$ cat config.mk
export PLATFORM = sky130hd
export DESIGN_NAME = ats_seq
export DESIGN_NICKNAME = d
export VERILOG_FILES = /design/src/shared/ats_pkg.sv /design/src/shared/ats_seg_if.sv /design/src/hdl/ats_seg.sv /design/src/hdl/ats_seq.sv
export SDC_FILE = /design/constraint.sdc
export NUM_CORES = 1
export LEC_CHECK = 0
export ABC_CLOCK_PERIOD_IN_PS = 7420
export BUFFER_PORTS_ARGS = -buffer_cell sky130_fd_sc_hd__buf_2
export CAP_MARGIN = 30
export CORE_ASPECT_RATIO = 0.75
export CORE_MARGIN = 2
export CORE_UTILIZATION = 50
export DETAILED_ROUTE_END_ITERATION = 16
export GPL_ROUTABILITY_DRIVEN = 0
export MAX_ROUTING_LAYER = met4
export PLACE_DENSITY_LB_ADDON = 0.12
export SYNTH_ARGS = -nofsm -noshare
export SYNTH_HDL_FRONTEND = slang
export SYNTH_SLANG_ARGS = --single-unit
$ cat constraint.sdc
create_clock -name REF_CLK -period 7.42 [get_ports REF_CLK]
set_input_delay 1.484 -clock REF_CLK [delete_from_list [all_inputs] [get_ports REF_CLK]]
set_output_delay 1.484 -clock REF_CLK [all_outputs]
set_load 0.02 [all_outputs]
$ cat src/shared/ats_pkg.sv
// constants and types for the apdu transport sequencer
// Functional notes
// - card accepts full chained blocks, last 0..max
// - card chain blocks never exceed terminal max; the segmenter caps them at the limit frozen at chain start, 1 when that is 0
// - oversized block rejected, R-block code 2
// - avoid sending empty information blocks; the segmenter still gives one 0-length block when started with total 0
// - status belongs to most recent command
// - case 1: length byte 00, status only
// - card decodes header: case 1 or 2
// - case 2: data via 6Cxx/61xx, else status
// - status only after whole command data
// - case 4 normal answers 61xx, else status
// - retrieval command handled exactly as case 2
// - chained block acknowledged with expected number
package ats_pkg;
    // ***************************************************
    // register map
    // ***************************************************
    localparam logic [3:0]  REG_CTRL      = 4'h0;
    localparam logic [3:0]  REG_CARD_MAX_INFO_SIZE      = 4'h4;
    localparam logic [3:0]  REG_TERMINAL_MAX_INFO_SIZE      = 4'h8;
    localparam logic [3:0]  REG_STAT      = 4'hc;
    localparam int          CTRL_EN       = 0;
    localparam int          STAT_OVER     = 0;
    localparam int          STAT_EMPTY    = 1;
    localparam int          STAT_BUSY     = 2;
    localparam int          STAT_SEG_BUSY = 3;
    localparam int          STAT_PEND_LSB = 8;
    localparam logic        CTRL_EN_RST   = 1'h1;
    localparam logic [7:0]  CARD_MAX_INFO_SIZE_RST      = 8'h20;
    localparam logic [7:0]  TERMINAL_MAX_INFO_SIZE_RST      = 8'h20;
    // ***************************************************
    // link codes
    // ***************************************************
    localparam logic [7:0]  INS_GET_RESP  = 8'hc0;
    localparam logic [7:0]  PB_MORE       = 8'h61;
    localparam logic [7:0]  PB_WRONG_LE   = 8'h6c;
    localparam logic [15:0] SW_OK         = 16'h9000;
    localparam logic [7:0]  RB_PCB_BASE   = 8'h80;
    localparam logic [3:0]  RB_CODE_OK    = 4'h0;
    localparam logic [3:0]  RB_CODE_BADLEN = 4'h2;
    localparam logic [2:0]  HDR_LAST      = 3'h4;
    localparam int          IDX_INS       = 1;
    localparam int          IDX_LEN       = 4;
    localparam logic [8:0]  LE_MAX        = 9'h100;
    localparam logic [7:0]  SEG_CAP_RST   = 8'h01;
    // ***************************************************
    // sequencer states
    // ***************************************************
    typedef enum logic [6:0] {
        ATS_IDLE      = 7'h01,
        ATS_HDR       = 7'h02,
        ATS_DECIDE    = 7'h04,
        ATS_DATA_IN   = 7'h08,
        ATS_PROC      = 7'h10,
        ATS_SEND_DATA = 7'h20,
        ATS_TX        = 7'h40
    } ats_state_t;
endpackage : ats_pkg

$ cat src/shared/ats_seg_if.sv
// link between sequencer and outgoing chain segmenter
`timescale 1ns/1ps
interface ats_seg_if;
    logic        clk;
    logic        rst;
    logic [7:0]  terminal_max_info_size;
    logic        start;
    logic [15:0] total;
    logic        next;
    logic [7:0]  blen;
    logic        more;
    logic        busy;
    modport seg (input clk, rst, terminal_max_info_size, start, total, next, output blen, more, busy);
    modport ctl (output clk, rst, terminal_max_info_size, start, total, next, input blen, more, busy);
endinterface : ats_seg_if

$ cat src/hdl/ats_seg.sv
// splits an outgoing response into chained block lengths
`timescale 1ns/1ps
module ats_seg
    import ats_pkg::*;
(
    ats_seg_if.seg s
);
    logic [15:0] rem;
    logic [7:0]  cap;
    logic [15:0] src;
    logic [7:0]  lim;
    logic        next_more;
    logic [7:0]  next_len;

    // the limit is frozen at chain start so a mid-chain change cannot shrink a block
    always_comb begin
        src       = s.busy ? rem : s.total;
        lim       = s.busy ? cap : ((s.terminal_max_info_size == 8'h00) ? SEG_CAP_RST : s.terminal_max_info_size);
        next_more = src > {8'h00, lim};
        next_len  = next_more ? lim : src[7:0];
    end

    always_ff @(posedge s.clk) begin
        if (s.rst) begin
            rem    <= 16'h0000;
            cap    <= SEG_CAP_RST;
            s.busy <= 1'h0;
            s.blen <= 8'h00;
            s.more <= 1'h0;
        end else if (!s.busy && s.start) begin
            cap    <= lim;
            s.busy <= 1'h1;
            s.blen <= next_len;
            s.more <= next_more;
            rem    <= src - {8'h00, next_len};
        end else if (s.busy && s.next) begin
            if (!s.more) begin
                s.busy <= 1'h0;
            end else begin
                s.blen <= next_len;
                s.more <= next_more;
                rem    <= src - {8'h00, next_len};
            end
        end
    end
endmodule : ats_seg

$ cat src/hdl/ats_seq.sv
// card-side transport sequencer: block chaining checks and command/response steering
`timescale 1ns/1ps
module ats_seq
    import ats_pkg::*;
(
    input  wire logic        REF_CLK,
    input  wire logic        RST,
    input  wire logic [3:0]  ADDR,
    input  wire logic [31:0] WDATA,
    input  wire logic        WR,
    input  wire logic        RD,
    output logic      [31:0] RDATA,
    input  wire logic        RX_VALID,
    input  wire logic [7:0]  RX_BYTE,
    input  wire logic        TX_READY,
    output logic             TX_VALID,
    output logic      [7:0]  TX_BYTE,
    output logic             HDR_VALID,
    output logic      [39:0] HDR_DATA,
    input  wire logic        APP_RESP,
    input  wire logic        APP_NORMAL,
    input  wire logic        APP_IN,
    input  wire logic        APP_OUT,
    input  wire logic [8:0]  APP_AVAIL,
    input  wire logic [15:0] APP_SW,
    input  wire logic [7:0]  APP_DATA,
    output logic             IN_VALID,
    output logic      [7:0]  IN_BYTE,
    output logic             IN_DONE,
    output logic             OUT_TAKE,
    input  wire logic        BLK_VALID,
    input  wire logic [7:0]  BLK_LEN,
    input  wire logic        BLK_MORE,
    input  wire logic        BLK_NS,
    output logic             BLK_ACCEPT,
    output logic             RB_VALID,
    output logic      [7:0]  RB_PCB,
    input  wire logic        TXC_START,
    input  wire logic [15:0] TXC_TOTAL,
    input  wire logic        TXC_NEXT,
    output logic      [7:0]  TXC_LEN,
    output logic             TXC_MORE,
    output logic             TXC_BUSY
);
    // ***************************************************
    // declarations
    // ***************************************************
    ats_state_t  state;
    ats_state_t  q_ret;
    logic [7:0]  hdr [5];
    logic [2:0]  hcnt;
    logic [8:0]  dcnt;
    logic [8:0]  pend;
    logic [8:0]  tot;
    logic [8:0]  le;
    logic [15:0] sw_hold;
    logic        int_gr;
    logic        c_out;
    logic [7:0]  q_hi;
    logic [7:0]  q_lo;
    logic        q_two;
    logic        q_idx;
    logic        ctrl_en;
    logic [7:0]  card_max_info_size;
    logic [7:0]  terminal_max_info_size;
    logic        stat_over;
    logic        stat_empty;
    logic        ns_exp;
    logic [8:0]  p3_le;
    logic        dec_ready;
    logic        dec_normal;
    logic        dec_in;
    logic        dec_out;
    logic [8:0]  dec_avail;
    logic [15:0] dec_sw;
    logic        next_gr;

    ats_seg_if segb ();

    // ***************************************************
    // outgoing chain segmenter
    // ***************************************************
    assign segb.clk   = REF_CLK;
    assign segb.rst   = RST;
    assign segb.terminal_max_info_size  = terminal_max_info_size;
    assign segb.start = TXC_START;
    assign segb.total = TXC_TOTAL;
    assign segb.next  = TXC_NEXT;
    assign TXC_LEN    = segb.blen;
    assign TXC_MORE   = segb.more;
    assign TXC_BUSY   = segb.busy;

    ats_seg u_seg (
        .s (segb.seg)
    );

    // ***************************************************
    // header decode
    // ***************************************************
    // a retrieval with nothing pending goes to the processor, which may still hold data
    assign next_gr    = (hdr[IDX_INS] == INS_GET_RESP) && (pend != 9'h000);
    assign p3_le      = (hdr[IDX_LEN] == 8'h00) ? LE_MAX : {1'h0, hdr[IDX_LEN]};
    assign dec_ready  = int_gr | APP_RESP;
    assign dec_normal = int_gr | APP_NORMAL;
    assign dec_in     = !int_gr & APP_IN;
    assign dec_out    = int_gr | APP_OUT;
    assign dec_avail  = int_gr ? pend : APP_AVAIL;
    assign dec_sw     = int_gr ? SW_OK : APP_SW;

    // ***************************************************
    // command sequencer
    // ***************************************************
    always_ff @(posedge REF_CLK) begin
        if (RST) begin
            state   <= ATS_IDLE;
            q_ret   <= ATS_IDLE;
            hcnt    <= 3'h0;
            dcnt    <= 9'h000;
            pend    <= 9'h000;
            tot     <= 9'h000;
            le      <= 9'h000;
            sw_hold <= 16'h0000;
            int_gr  <= 1'h0;
            c_out   <= 1'h0;
            q_hi    <= 8'h00;
            q_lo    <= 8'h00;
            q_two   <= 1'h0;
            q_idx   <= 1'h0;
        end else begin
            unique case (state)
                ATS_IDLE: begin
                    if (RX_VALID && ctrl_en) begin
                        hcnt  <= 3'h1;
                        state <= ATS_HDR;
                    end
                end
                ATS_HDR: begin
                    if (RX_VALID) begin
                        hcnt <= hcnt + 3'h1;
                        if (hcnt == HDR_LAST) begin
                            int_gr <= next_gr;
                            hcnt   <= 3'h0; // next header's first byte lands at index 0
                            state  <= ATS_DECIDE;
                            if (!next_gr) begin
                                pend <= 9'h000;
                            end
                        end
                    end
                end
                ATS_DECIDE: begin
                    if (dec_ready) begin
                        sw_hold <= dec_sw;
                        tot     <= dec_avail;
                        le      <= p3_le;
                        c_out   <= dec_out;
                        q_idx   <= 1'h0;
                        state   <= ATS_TX;
                        if (!dec_normal || (!dec_in && !dec_out)) begin
                            {q_hi, q_lo} <= dec_sw;
                            q_two        <= 1'h1;
                            q_ret        <= ATS_IDLE;
                        end else if (dec_in) begin
                            q_hi  <= hdr[IDX_INS];
                            q_two <= 1'h0;
                            q_ret <= ATS_DATA_IN;
                            dcnt  <= {1'h0, hdr[IDX_LEN]};
                        end else if (p3_le > dec_avail) begin
                            q_hi  <= PB_WRONG_LE;
                            q_lo  <= dec_avail[7:0];
                            q_two <= 1'h1;
                            q_ret <= ATS_IDLE;
                        end else begin
                            q_hi  <= hdr[IDX_INS];
                            q_two <= 1'h0;
                            q_ret <= ATS_SEND_DATA;
                            dcnt  <= p3_le;
                        end
                    end
                end
                ATS_DATA_IN: begin
                    if (dcnt == 9'h000) begin
                        state <= ATS_PROC;
                    end else if (RX_VALID) begin
                        dcnt <= dcnt - 9'h001;
                    end
                end
                ATS_PROC: begin
                    if (APP_RESP) begin
                        q_two <= 1'h1;
                        q_idx <= 1'h0;
                        q_ret <= ATS_IDLE;
                        state <= ATS_TX;
                        if (c_out && APP_NORMAL) begin
                            q_hi <= PB_MORE;
                            q_lo <= APP_AVAIL[7:0];
                            pend <= APP_AVAIL;
                        end else begin
                            {q_hi, q_lo} <= APP_SW;
                        end
                    end
                end
                ATS_SEND_DATA: begin
                    if (TX_READY) begin
                        dcnt <= dcnt - 9'h001;
                        if (dcnt == 9'h001) begin
                            q_two <= 1'h1;
                            q_idx <= 1'h0;
                            q_ret <= ATS_IDLE;
                            state <= ATS_TX;
                            if (tot != le) begin
                                q_hi <= PB_MORE;
                                q_lo <= 8'(tot - le);
                                pend <= tot - le;
                            end else begin
                                {q_hi, q_lo} <= int_gr ? SW_OK : sw_hold;
                                pend         <= 9'h000;
                            end
                        end
                    end
                end
                ATS_TX: begin
                    if (TX_READY) begin
                        if (q_two && !q_idx) begin
                            q_idx <= 1'h1;
                        end else begin
                            q_idx <= 1'h0;
                            state <= q_ret;
                        end
                    end
                end
            endcase
        end
    end

    // header bytes are stored by index
    always_ff @(posedge REF_CLK) begin
        if (RST) begin
            for (int i = 0; i < 5; i++) begin
                hdr[i] <= 8'h00;
            end
        end else if ((state == ATS_IDLE && ctrl_en) || state == ATS_HDR) begin
            if (RX_VALID) begin
                hdr[hcnt] <= RX_BYTE;
            end
        end
    end

    // ***************************************************
    // link and processor strobes
    // ***************************************************
    always_ff @(posedge REF_CLK) begin
        if (RST) begin
            TX_VALID  <= 1'h0;
            TX_BYTE   <= 8'h00;
            OUT_TAKE  <= 1'h0;
            HDR_VALID <= 1'h0;
            HDR_DATA  <= 40'h0;
            IN_VALID  <= 1'h0;
            IN_BYTE   <= 8'h00;
            IN_DONE   <= 1'h0;
        end else begin
            TX_VALID  <= 1'h0;
            OUT_TAKE  <= 1'h0;
            HDR_VALID <= 1'h0;
            IN_VALID  <= 1'h0;
            IN_DONE   <= 1'h0;
            if (state == ATS_TX && TX_READY) begin
                TX_VALID <= 1'h1;
                TX_BYTE  <= q_idx ? q_lo : q_hi;
            end
            if (state == ATS_SEND_DATA && TX_READY) begin
                TX_VALID <= 1'h1;
                TX_BYTE  <= APP_DATA;
                OUT_TAKE <= 1'h1;
            end
            if (state == ATS_HDR && RX_VALID && hcnt == HDR_LAST) begin
                HDR_VALID <= !next_gr;
                HDR_DATA  <= {hdr[0], hdr[1], hdr[2], hdr[3], RX_BYTE};
            end
            if (state == ATS_DATA_IN && dcnt != 9'h000 && RX_VALID) begin
                IN_VALID <= 1'h1;
                IN_BYTE  <= RX_BYTE;
            end
            IN_DONE <= (state == ATS_DATA_IN) && (dcnt == 9'h000);
        end
    end

    // ***************************************************
    // incoming block checks
    // ***************************************************
    always_ff @(posedge REF_CLK) begin
        if (RST) begin
            ns_exp     <= 1'h0;
            BLK_ACCEPT <= 1'h0;
            RB_VALID   <= 1'h0;
            RB_PCB     <= 8'h00;
        end else begin
            BLK_ACCEPT <= 1'h0;
            RB_VALID   <= 1'h0;
            if (BLK_VALID) begin
                if (BLK_LEN > card_max_info_size) begin
                    RB_VALID <= 1'h1;
                    RB_PCB   <= RB_PCB_BASE | {3'h0, ns_exp, RB_CODE_BADLEN};
                end else begin
                    BLK_ACCEPT <= 1'h1;
                    ns_exp     <= ~BLK_NS;
                    if (BLK_MORE) begin
                        RB_VALID <= 1'h1;
                        RB_PCB   <= RB_PCB_BASE | {3'h0, ~BLK_NS, RB_CODE_OK};
                    end
                end
            end
        end
    end

    // sticky flags: a new event in the clearing cycle wins
    always_ff @(posedge REF_CLK) begin
        if (RST) begin
            stat_over  <= 1'h0;
            stat_empty <= 1'h0;
        end else begin
            if (WR && ADDR == REG_STAT && WDATA[STAT_OVER]) begin
                stat_over <= 1'h0;
            end
            if (WR && ADDR == REG_STAT && WDATA[STAT_EMPTY]) begin
                stat_empty <= 1'h0;
            end
            if (BLK_VALID && BLK_LEN > card_max_info_size) begin
                stat_over <= 1'h1;
            end
            if (BLK_VALID && BLK_LEN == 8'h00) begin
                stat_empty <= 1'h1;
            end
        end
    end

    // ***************************************************
    // register port
    // ***************************************************
    always_ff @(posedge REF_CLK) begin
        if (RST) begin
            ctrl_en <= CTRL_EN_RST;
            card_max_info_size    <= CARD_MAX_INFO_SIZE_RST;
            terminal_max_info_size    <= TERMINAL_MAX_INFO_SIZE_RST;
        end else if (WR) begin
            unique case (ADDR)
                REG_CTRL: ctrl_en <= WDATA[CTRL_EN];
                REG_CARD_MAX_INFO_SIZE: card_max_info_size    <= WDATA[7:0];
                REG_TERMINAL_MAX_INFO_SIZE: terminal_max_info_size    <= WDATA[7:0];
                default: ;
            endcase
        end
    end

    always_ff @(posedge REF_CLK) begin
        if (RST) begin
            RDATA <= 32'h0;
        end else begin
            RDATA <= 32'h0;
            if (RD) begin
                unique case (ADDR)
                    REG_CTRL: RDATA[CTRL_EN] <= ctrl_en;
                    REG_CARD_MAX_INFO_SIZE: RDATA[7:0]     <= card_max_info_size;
                    REG_TERMINAL_MAX_INFO_SIZE: RDATA[7:0]     <= terminal_max_info_size;
                    REG_STAT: begin
                        RDATA[STAT_OVER]                    <= stat_over;
                        RDATA[STAT_EMPTY]                   <= stat_empty;
                        RDATA[STAT_BUSY]                    <= state != ATS_IDLE;
                        RDATA[STAT_SEG_BUSY]                <= segb.busy;
                        RDATA[STAT_PEND_LSB +: 9]           <= pend;
                    end
                    default: ;
                endcase
            end
        end
    end
endmodule : ats_seq

# After elaboration in Yosys (flattened, before gate mapping)
# Memory sizes are Yosys's and may differ from the RTL's. A register that Yosys moved wholly into a read port is not among the register bits.
# Index checks and enable logic that the tools add are counted.
# W data, S select, Z words.
op_classes:
  magnitude_cmp: 3
  shift: 0
  mul: 0
  div_mod_pow: 0
  n_bitwise: 10
  n_addsub: 4
  n_reduce_logical: 68
  eq_ne: 34
  mux: 123
ops:
  columns: ["cell", "n"]
  rows:
  - ["$mux W8", 30]
  - ["$mux W9", 17]
  - ["$mux W7", 14]
  - ["$mux W16", 6]
  - ["$pmux W9 S3", 2]
  - ["$pmux W7 S7", 1]
  - ["$pmux W8 S3", 2]
  - ["$mux W1", 37]
  - ["$ne A2 B2 Y1 const B", 14]
  - ["$logic_not A8 Y1", 3]
  - ["$pmux W7 S3", 1]
  - ["$logic_and A1 B1 Y1", 20]
  - ["$mux W6", 3]
  - ["$reduce_bool A9 Y1", 2]
  - ["$gt A16 B8 Y1", 1]
  - ["$reduce_and A2 Y1", 8]
  - ["$sub A16 B8 Y16", 1]
  - ["$reduce_and A7 Y1", 2]
  - ["$reduce_bool A2 Y1", 7]
  - ["$mux W3", 4]
  - ["$reduce_and A10 Y1", 1]
  - ["$eq A9 B1 Y1 const B", 1]
  - ["$gt A9 B9 Y1", 1]
  - ["$logic_not A9 Y1", 1]
  - ["39 further kinds", 63]
totals:
  output_inout_bits: 113
  latchBits: 0
  mem_bits_rw: 40
  wordCells: 282
  reg_bits: 246
  n_memories: 1
  rom_bits: 0
memory_table:
  columns: ["name", "words", "width", "rd", "rd_ports_with_merged_regs", "wr", "line_no", "rtl"]
  rows:
  - ["hdr", 5, 8, 5, 3, 5, "ats_seq.sv:50", "logic [7:0] hdr [5];"]

# Depth between registers and ports, before layout
depth:
  depth_word: 9
  ltp_mapped: 23
  ltp_nobuf: 20

# By module
# From an unflattened synthesis, not the netlist that was laid out.
hier_totals:
  hier_cells: 1581
  hier_area_um2: 13296.5
by_module_without_submodules:
  columns: ["mod", "area_each_um2", "n_inst", "cells_each"]
  rows:
  - ["ats_seq", 10780.3, 1, 1272]
  - ["ats_seg", 2516.2, 1, 309]

# Least setup slack after synthesis
# Ideal clock, no wire load.
synth_timing:
  kind: "input-to-reg"
  from: "input port TXC_TOTAL[1]"
  to: "register u_seg.rem[14]"
  arrival_ns: 5.202
  n_path_buf: 1
  setup_slack_ns: 2.080
  cell_stages: 18
  setup_time_ns: 0.138
  path_cell_list: "mux2_2 ha_1 nor2b_1 o21a_1 o2111ai_1 a31o_2 clkbuf_1 nand2_1 mux2i_1 ha_1 inv_1 fa_1 a211oi_1 o21bai_1 o22a_1 nor4_1 or4b_2 a41oi_1"
synth_between:
  elab_chain_len: 7
synth_lines:
  columns: ["item", "line_no", "rtl"]
  rows:
  - ["start: declaration", "ats_seq.sv:39", "input wire logic [15:0] TXC_TOTAL,"]
  - ["$mux W16 (*)", "ats_seg.sv:17", "src = s.busy ? rem : s.total;"]
  - ["$gt A16 B8 Y1 (*)", "ats_seg.sv:19", "next_more = src > {8'h00, lim};"]
  - ["$mux W8 (*)", "ats_seg.sv:20", "next_len = next_more ? lim : src[7:0];"]
  - ["net u_seg.next_len[0]", "ats_seg.sv:13", "logic [7:0] next_len;"]
  - ["$sub A16 B8 Y16 (*)", "ats_seg.sv:35, ats_seg.sv:42", null]
  - ["$mux W16", "ats_seg.sv:37", "if (!s.more) begin"]
  - ["$mux W16", "ats_seg.sv:36", "end else if (s.busy && s.next) begin"]
  - ["$mux W16 (*)", "ats_seg.sv:30", "end else if (!s.busy && s.start) begin"]
  - ["end signal: assignment", "ats_seg.sv:35", "rem <= src - {8'h00, next_len};"]
  - ["end signal: assignment", "ats_seg.sv:42", "rem <= src - {8'h00, next_len};"]
  - ["end: declaration", "ats_seg.sv:8", "logic [15:0] rem;"]
# The timed path passes the listed nets; every way through them passes the cells marked *. The select of a mux whose other input is x is not followed.
# A chain may end at the register's enable or synchronous reset.

# Worst setup path after layout
layout_timing:
  from: "input port TXC_TOTAL[1]"
  to: "register u_seg.rem[14]"
layout_between:
  elab_chain_len: 7
layout_lines:
  columns: ["item", "line_no"]
  rows:
  - ["$mux W16 (*)", "ats_seg.sv:17"]
  - ["$gt A16 B8 Y1", "ats_seg.sv:19"]
  - ["$mux W8", "ats_seg.sv:20"]
  - ["$sub A16 B8 Y16 (*)", "ats_seg.sv:35, ats_seg.sv:42"]
  - ["$mux W16", "ats_seg.sv:37"]
  - ["$mux W16", "ats_seg.sv:36"]
  - ["$mux W16 (*)", "ats_seg.sv:30"]
# Mark *: on every way between the ends. The rest lies on a longest branch, timed or not. The select of a mux whose other input is x is not followed.

==> metrics.txt <==
Layout Skew=38.1 ps; Tmin final=5570 ps; crit start category=input pin; Clock power frac=45.3%; most frequent cells in the layout=nand2_1, dfxtp_1, buf_2, a21oi_1, nor2_1; Hold Path Depth=2; Seq cells post-synth=262; initial DRC count=980; Die H=147 um; Top-Level Pins=229; routed vias=12.4k; Max Cap Viol=0; TritonCTS buffer count=28; Synth Instances=1,602; RSZ-0062 raised after global routing=false; status=completed; Starting Density=50.7%; clk_lat worst skew=570 ps; fillers=2,503; Pins Over Slew Limit=0; Worst Path Max Fanout=14; Worst setup EP type=register; Vias/cell=5.90; Worst-Margin Slew=1010 ps; ys flop type=dfxtp_1; Worst EP arrival=5950 ps; relative slew slack=32.6%; initial antenna violation count=1; RR Startpoint=u_seg.s.busy$_SDFFE_PP0P_; Pint=2.52 mW; clock slew at reported path FFs=60 ps; first-pass GRT wire length=62.7 mm; DP HPWL=28.3 mm; Core Box Area=26,900 sq um; Critical Path RT=7800 ps; CTS Hold Bufs=0; share of total power in combinational logic=10.1%; Synth async-reset ratio=0%; Clock Path Buffers=3; post-CTS resize count=0; register-to-register path setup slack=2030 ps; Flop pwr share=44.6%; CP Cell Sequence=buf_2 -> mux2_2 -> ha_1 -> nor2b_1 -> o21a_1 -> o2111ai_1 -> a31o_2 -> and2_1 -> mux2i_1 -> fa_1 -> a211oi_1 -> o21bai_1 -> o22a_1 -> nor4_1 -> or4b_2 -> a41oi_1; Hold EP=HDR_DATA[33]$_SDFFE_PP0P_; Synth Cell Area=13,600 sq um; setup TNS=0 ps; Worst path slowest cell=and2_1; postcts setup bufs=0; Clock Sink Count=262; Leakage=6.48 nW; row count=52; number of global-route vias before repair=11.5k; gr usage total=28.0%; switching share of power=25.1%; worst min path class=register to register; sequential fraction of the synthesis area=41.4%; TritonRoute pass-1 iters=5; hold wc startpoint=HDR_DATA[33]$_SDFFE_PP0P_; Worst Reg-to-Reg Cells=15; CP delay by family, top=compound AO/OA/AOI/OAI gates; grt total ovfl=0; die width=195 um; Detail Route Antenna Nets=0; Layout area overhead=14.9%; VDD IR-drop max=0.164 mV; IO buf count=184; Tcrit/Tclk final=75.1%; kind of critical path=input pin to register; CP max stage delay=600 ps; mean area per synthesized cell=8.50 sq um; root buffer cell=clkbuf_16; Diodes inserted=0; worst path buffer plus inverter count=1; DP Area=14,600 sq um; Final Hold Viols=0; CTS tree=done; final setup fails=0; number of flops mapped to enable cells by yosys=40; fin nets=1,893; Max Clk Rate=0.179 GHz; final instance area=15,700 sq um; DRC Markers=0; Sw Pwr=842 uW; most common cell after layout, fill and taps aside=nand2_1; htree depth=1; power density cells=215 nW/um^2; library cells used by synthesis=80; die area=28,600 sq um; fraction of layout cells with a size suffix above 1=16.6%; r2r endpoint=u_seg.rem[14]$_SDFFE_PP0P_; Syn. warnings=0; largest net degree at the start of global routing=122; wire per inst=18.8 um; Detailed Route WL=39.6 mm
==> area by class of cell <==
type	instances	area [sq um]	share of cell area, %
multi-input combinational	1191	7310	46.7
sequential	262	5650	36.1
timing repair buffer	202	1080	6.88
clock buffer	33	739	4.72
tap	351	439	2.81
clock inverter	19	274	1.75
inverter	45	169	1.08
==> state kept, by name (all words and copies together), names as in the netlist, 9 cells and up <==
signal,count
HDR_DATA,40
hdr,40
RDATA,17
sw_hold,16
u_seg.rem,16
dcnt,9
le,9
pend,9
tot,9
==> worst register-to-register path, cell delays in order, from the launching register on <==
cell	delay [ps]
dfxtp_2	700
mux2_2	480
ha_1	320
nor2b_1	130
o21a_1	160
o2111ai_1	200
a31o_2	330
and2_1	600
mux2i_1	230
fa_1	470
a211oi_1	360
o21bai_1	170
o22a_1	330
nor4_1	450
or4b_2	200
a41oi_1	110
==> cell families after synthesis <==
family          after synthesis  synth area share (%)
buf+inv                     168                  5.46
simple gates                631                  22.3
other cells                   1                0.0275
compound gates              390                  18.7
mux                          89                  6.68
xor+xnor                     14                 0.900
flops                       262                  41.4
fa+ha+maj                    47                  4.43
==> per-stage QoR <==
stage	worst slack (ps)	instances	utilization, %	power [mW]	hold WS [ps]
2_1_floorplan	2080	1621	-	1.76	427
6_report	1850	2103	58.3	3.36	450
5_1_grt	1550	2103	58.3	3.48	471
3_5_place_dp	1340	2050	54.5	1.86	445
4_1_cts	1880	2102	58.2	3.38	453
3_3_place_gp	1470	2047	54.3	1.85	439
==> power by group through the flow <==
stage	logic (mW)	clock network (mW)	registers, mW
after floorplan	0.234	0	1.52
after global placement	0.323	0	1.53
after detailed placement	0.334	0	1.53
after CTS	0.336	1.55	1.50
after global routing	0.376	1.61	1.50
final	0.340	1.52	1.50
==> synth_stat cells, drive strengths merged (25+ instances only) <==
cell    instances  area share, %
nor2          114            3.1
nand2         227            6.3
ha             45            4.1
o211ai         33            1.8
edfxtp         40            8.8
a21oi         139            5.1
clkbuf         83            2.3
buf            40            1.9
inv            45            1.2
a211oi         35            1.9
and2           63            2.9
nand4          25            1.1
dfxtp         222             33
mux2i          74            5.4
nand3          73            2.7
o21ai          52            1.9
nor3           37            1.5
==> worst max-delay path by stage <==
stage | end | cells past startpoint | slack [ps] | from
after global placement | u_seg.rem[14]$_SDFFE_PP0P_ | 16 | 1470 | TXC_TOTAL[1]
after global routing | u_seg.rem[13]$_SDFFE_PP0P_ | 16 | 1550 | TXC_TOTAL[1]
final | u_seg.rem[14]$_SDFFE_PP0P_ | 16 | 1850 | TXC_TOTAL[1]
after CTS | u_seg.rem[14]$_SDFFE_PP0P_ | 16 | 1880 | TXC_TOTAL[1]
after detailed placement | u_seg.rem[14]$_SDFFE_PP0P_ | 16 | 1340 | TXC_TOTAL[1]
after floorplan | u_seg.rem[14]$_SDFFE_PP0P_ | 18 | 2080 | TXC_TOTAL[1]
==> routing by layer <==
layer	vias to the layer above	GRT usage (%)	share of wire [%]
met1	5870	41.3	47
met5	-	-	0
li1	5980	-	-
met2	492	40.3	43
met3	59	4.36	8.0
met4	0	6.08	2.1
No activity file was read; power rests on OpenSTA's default activity.
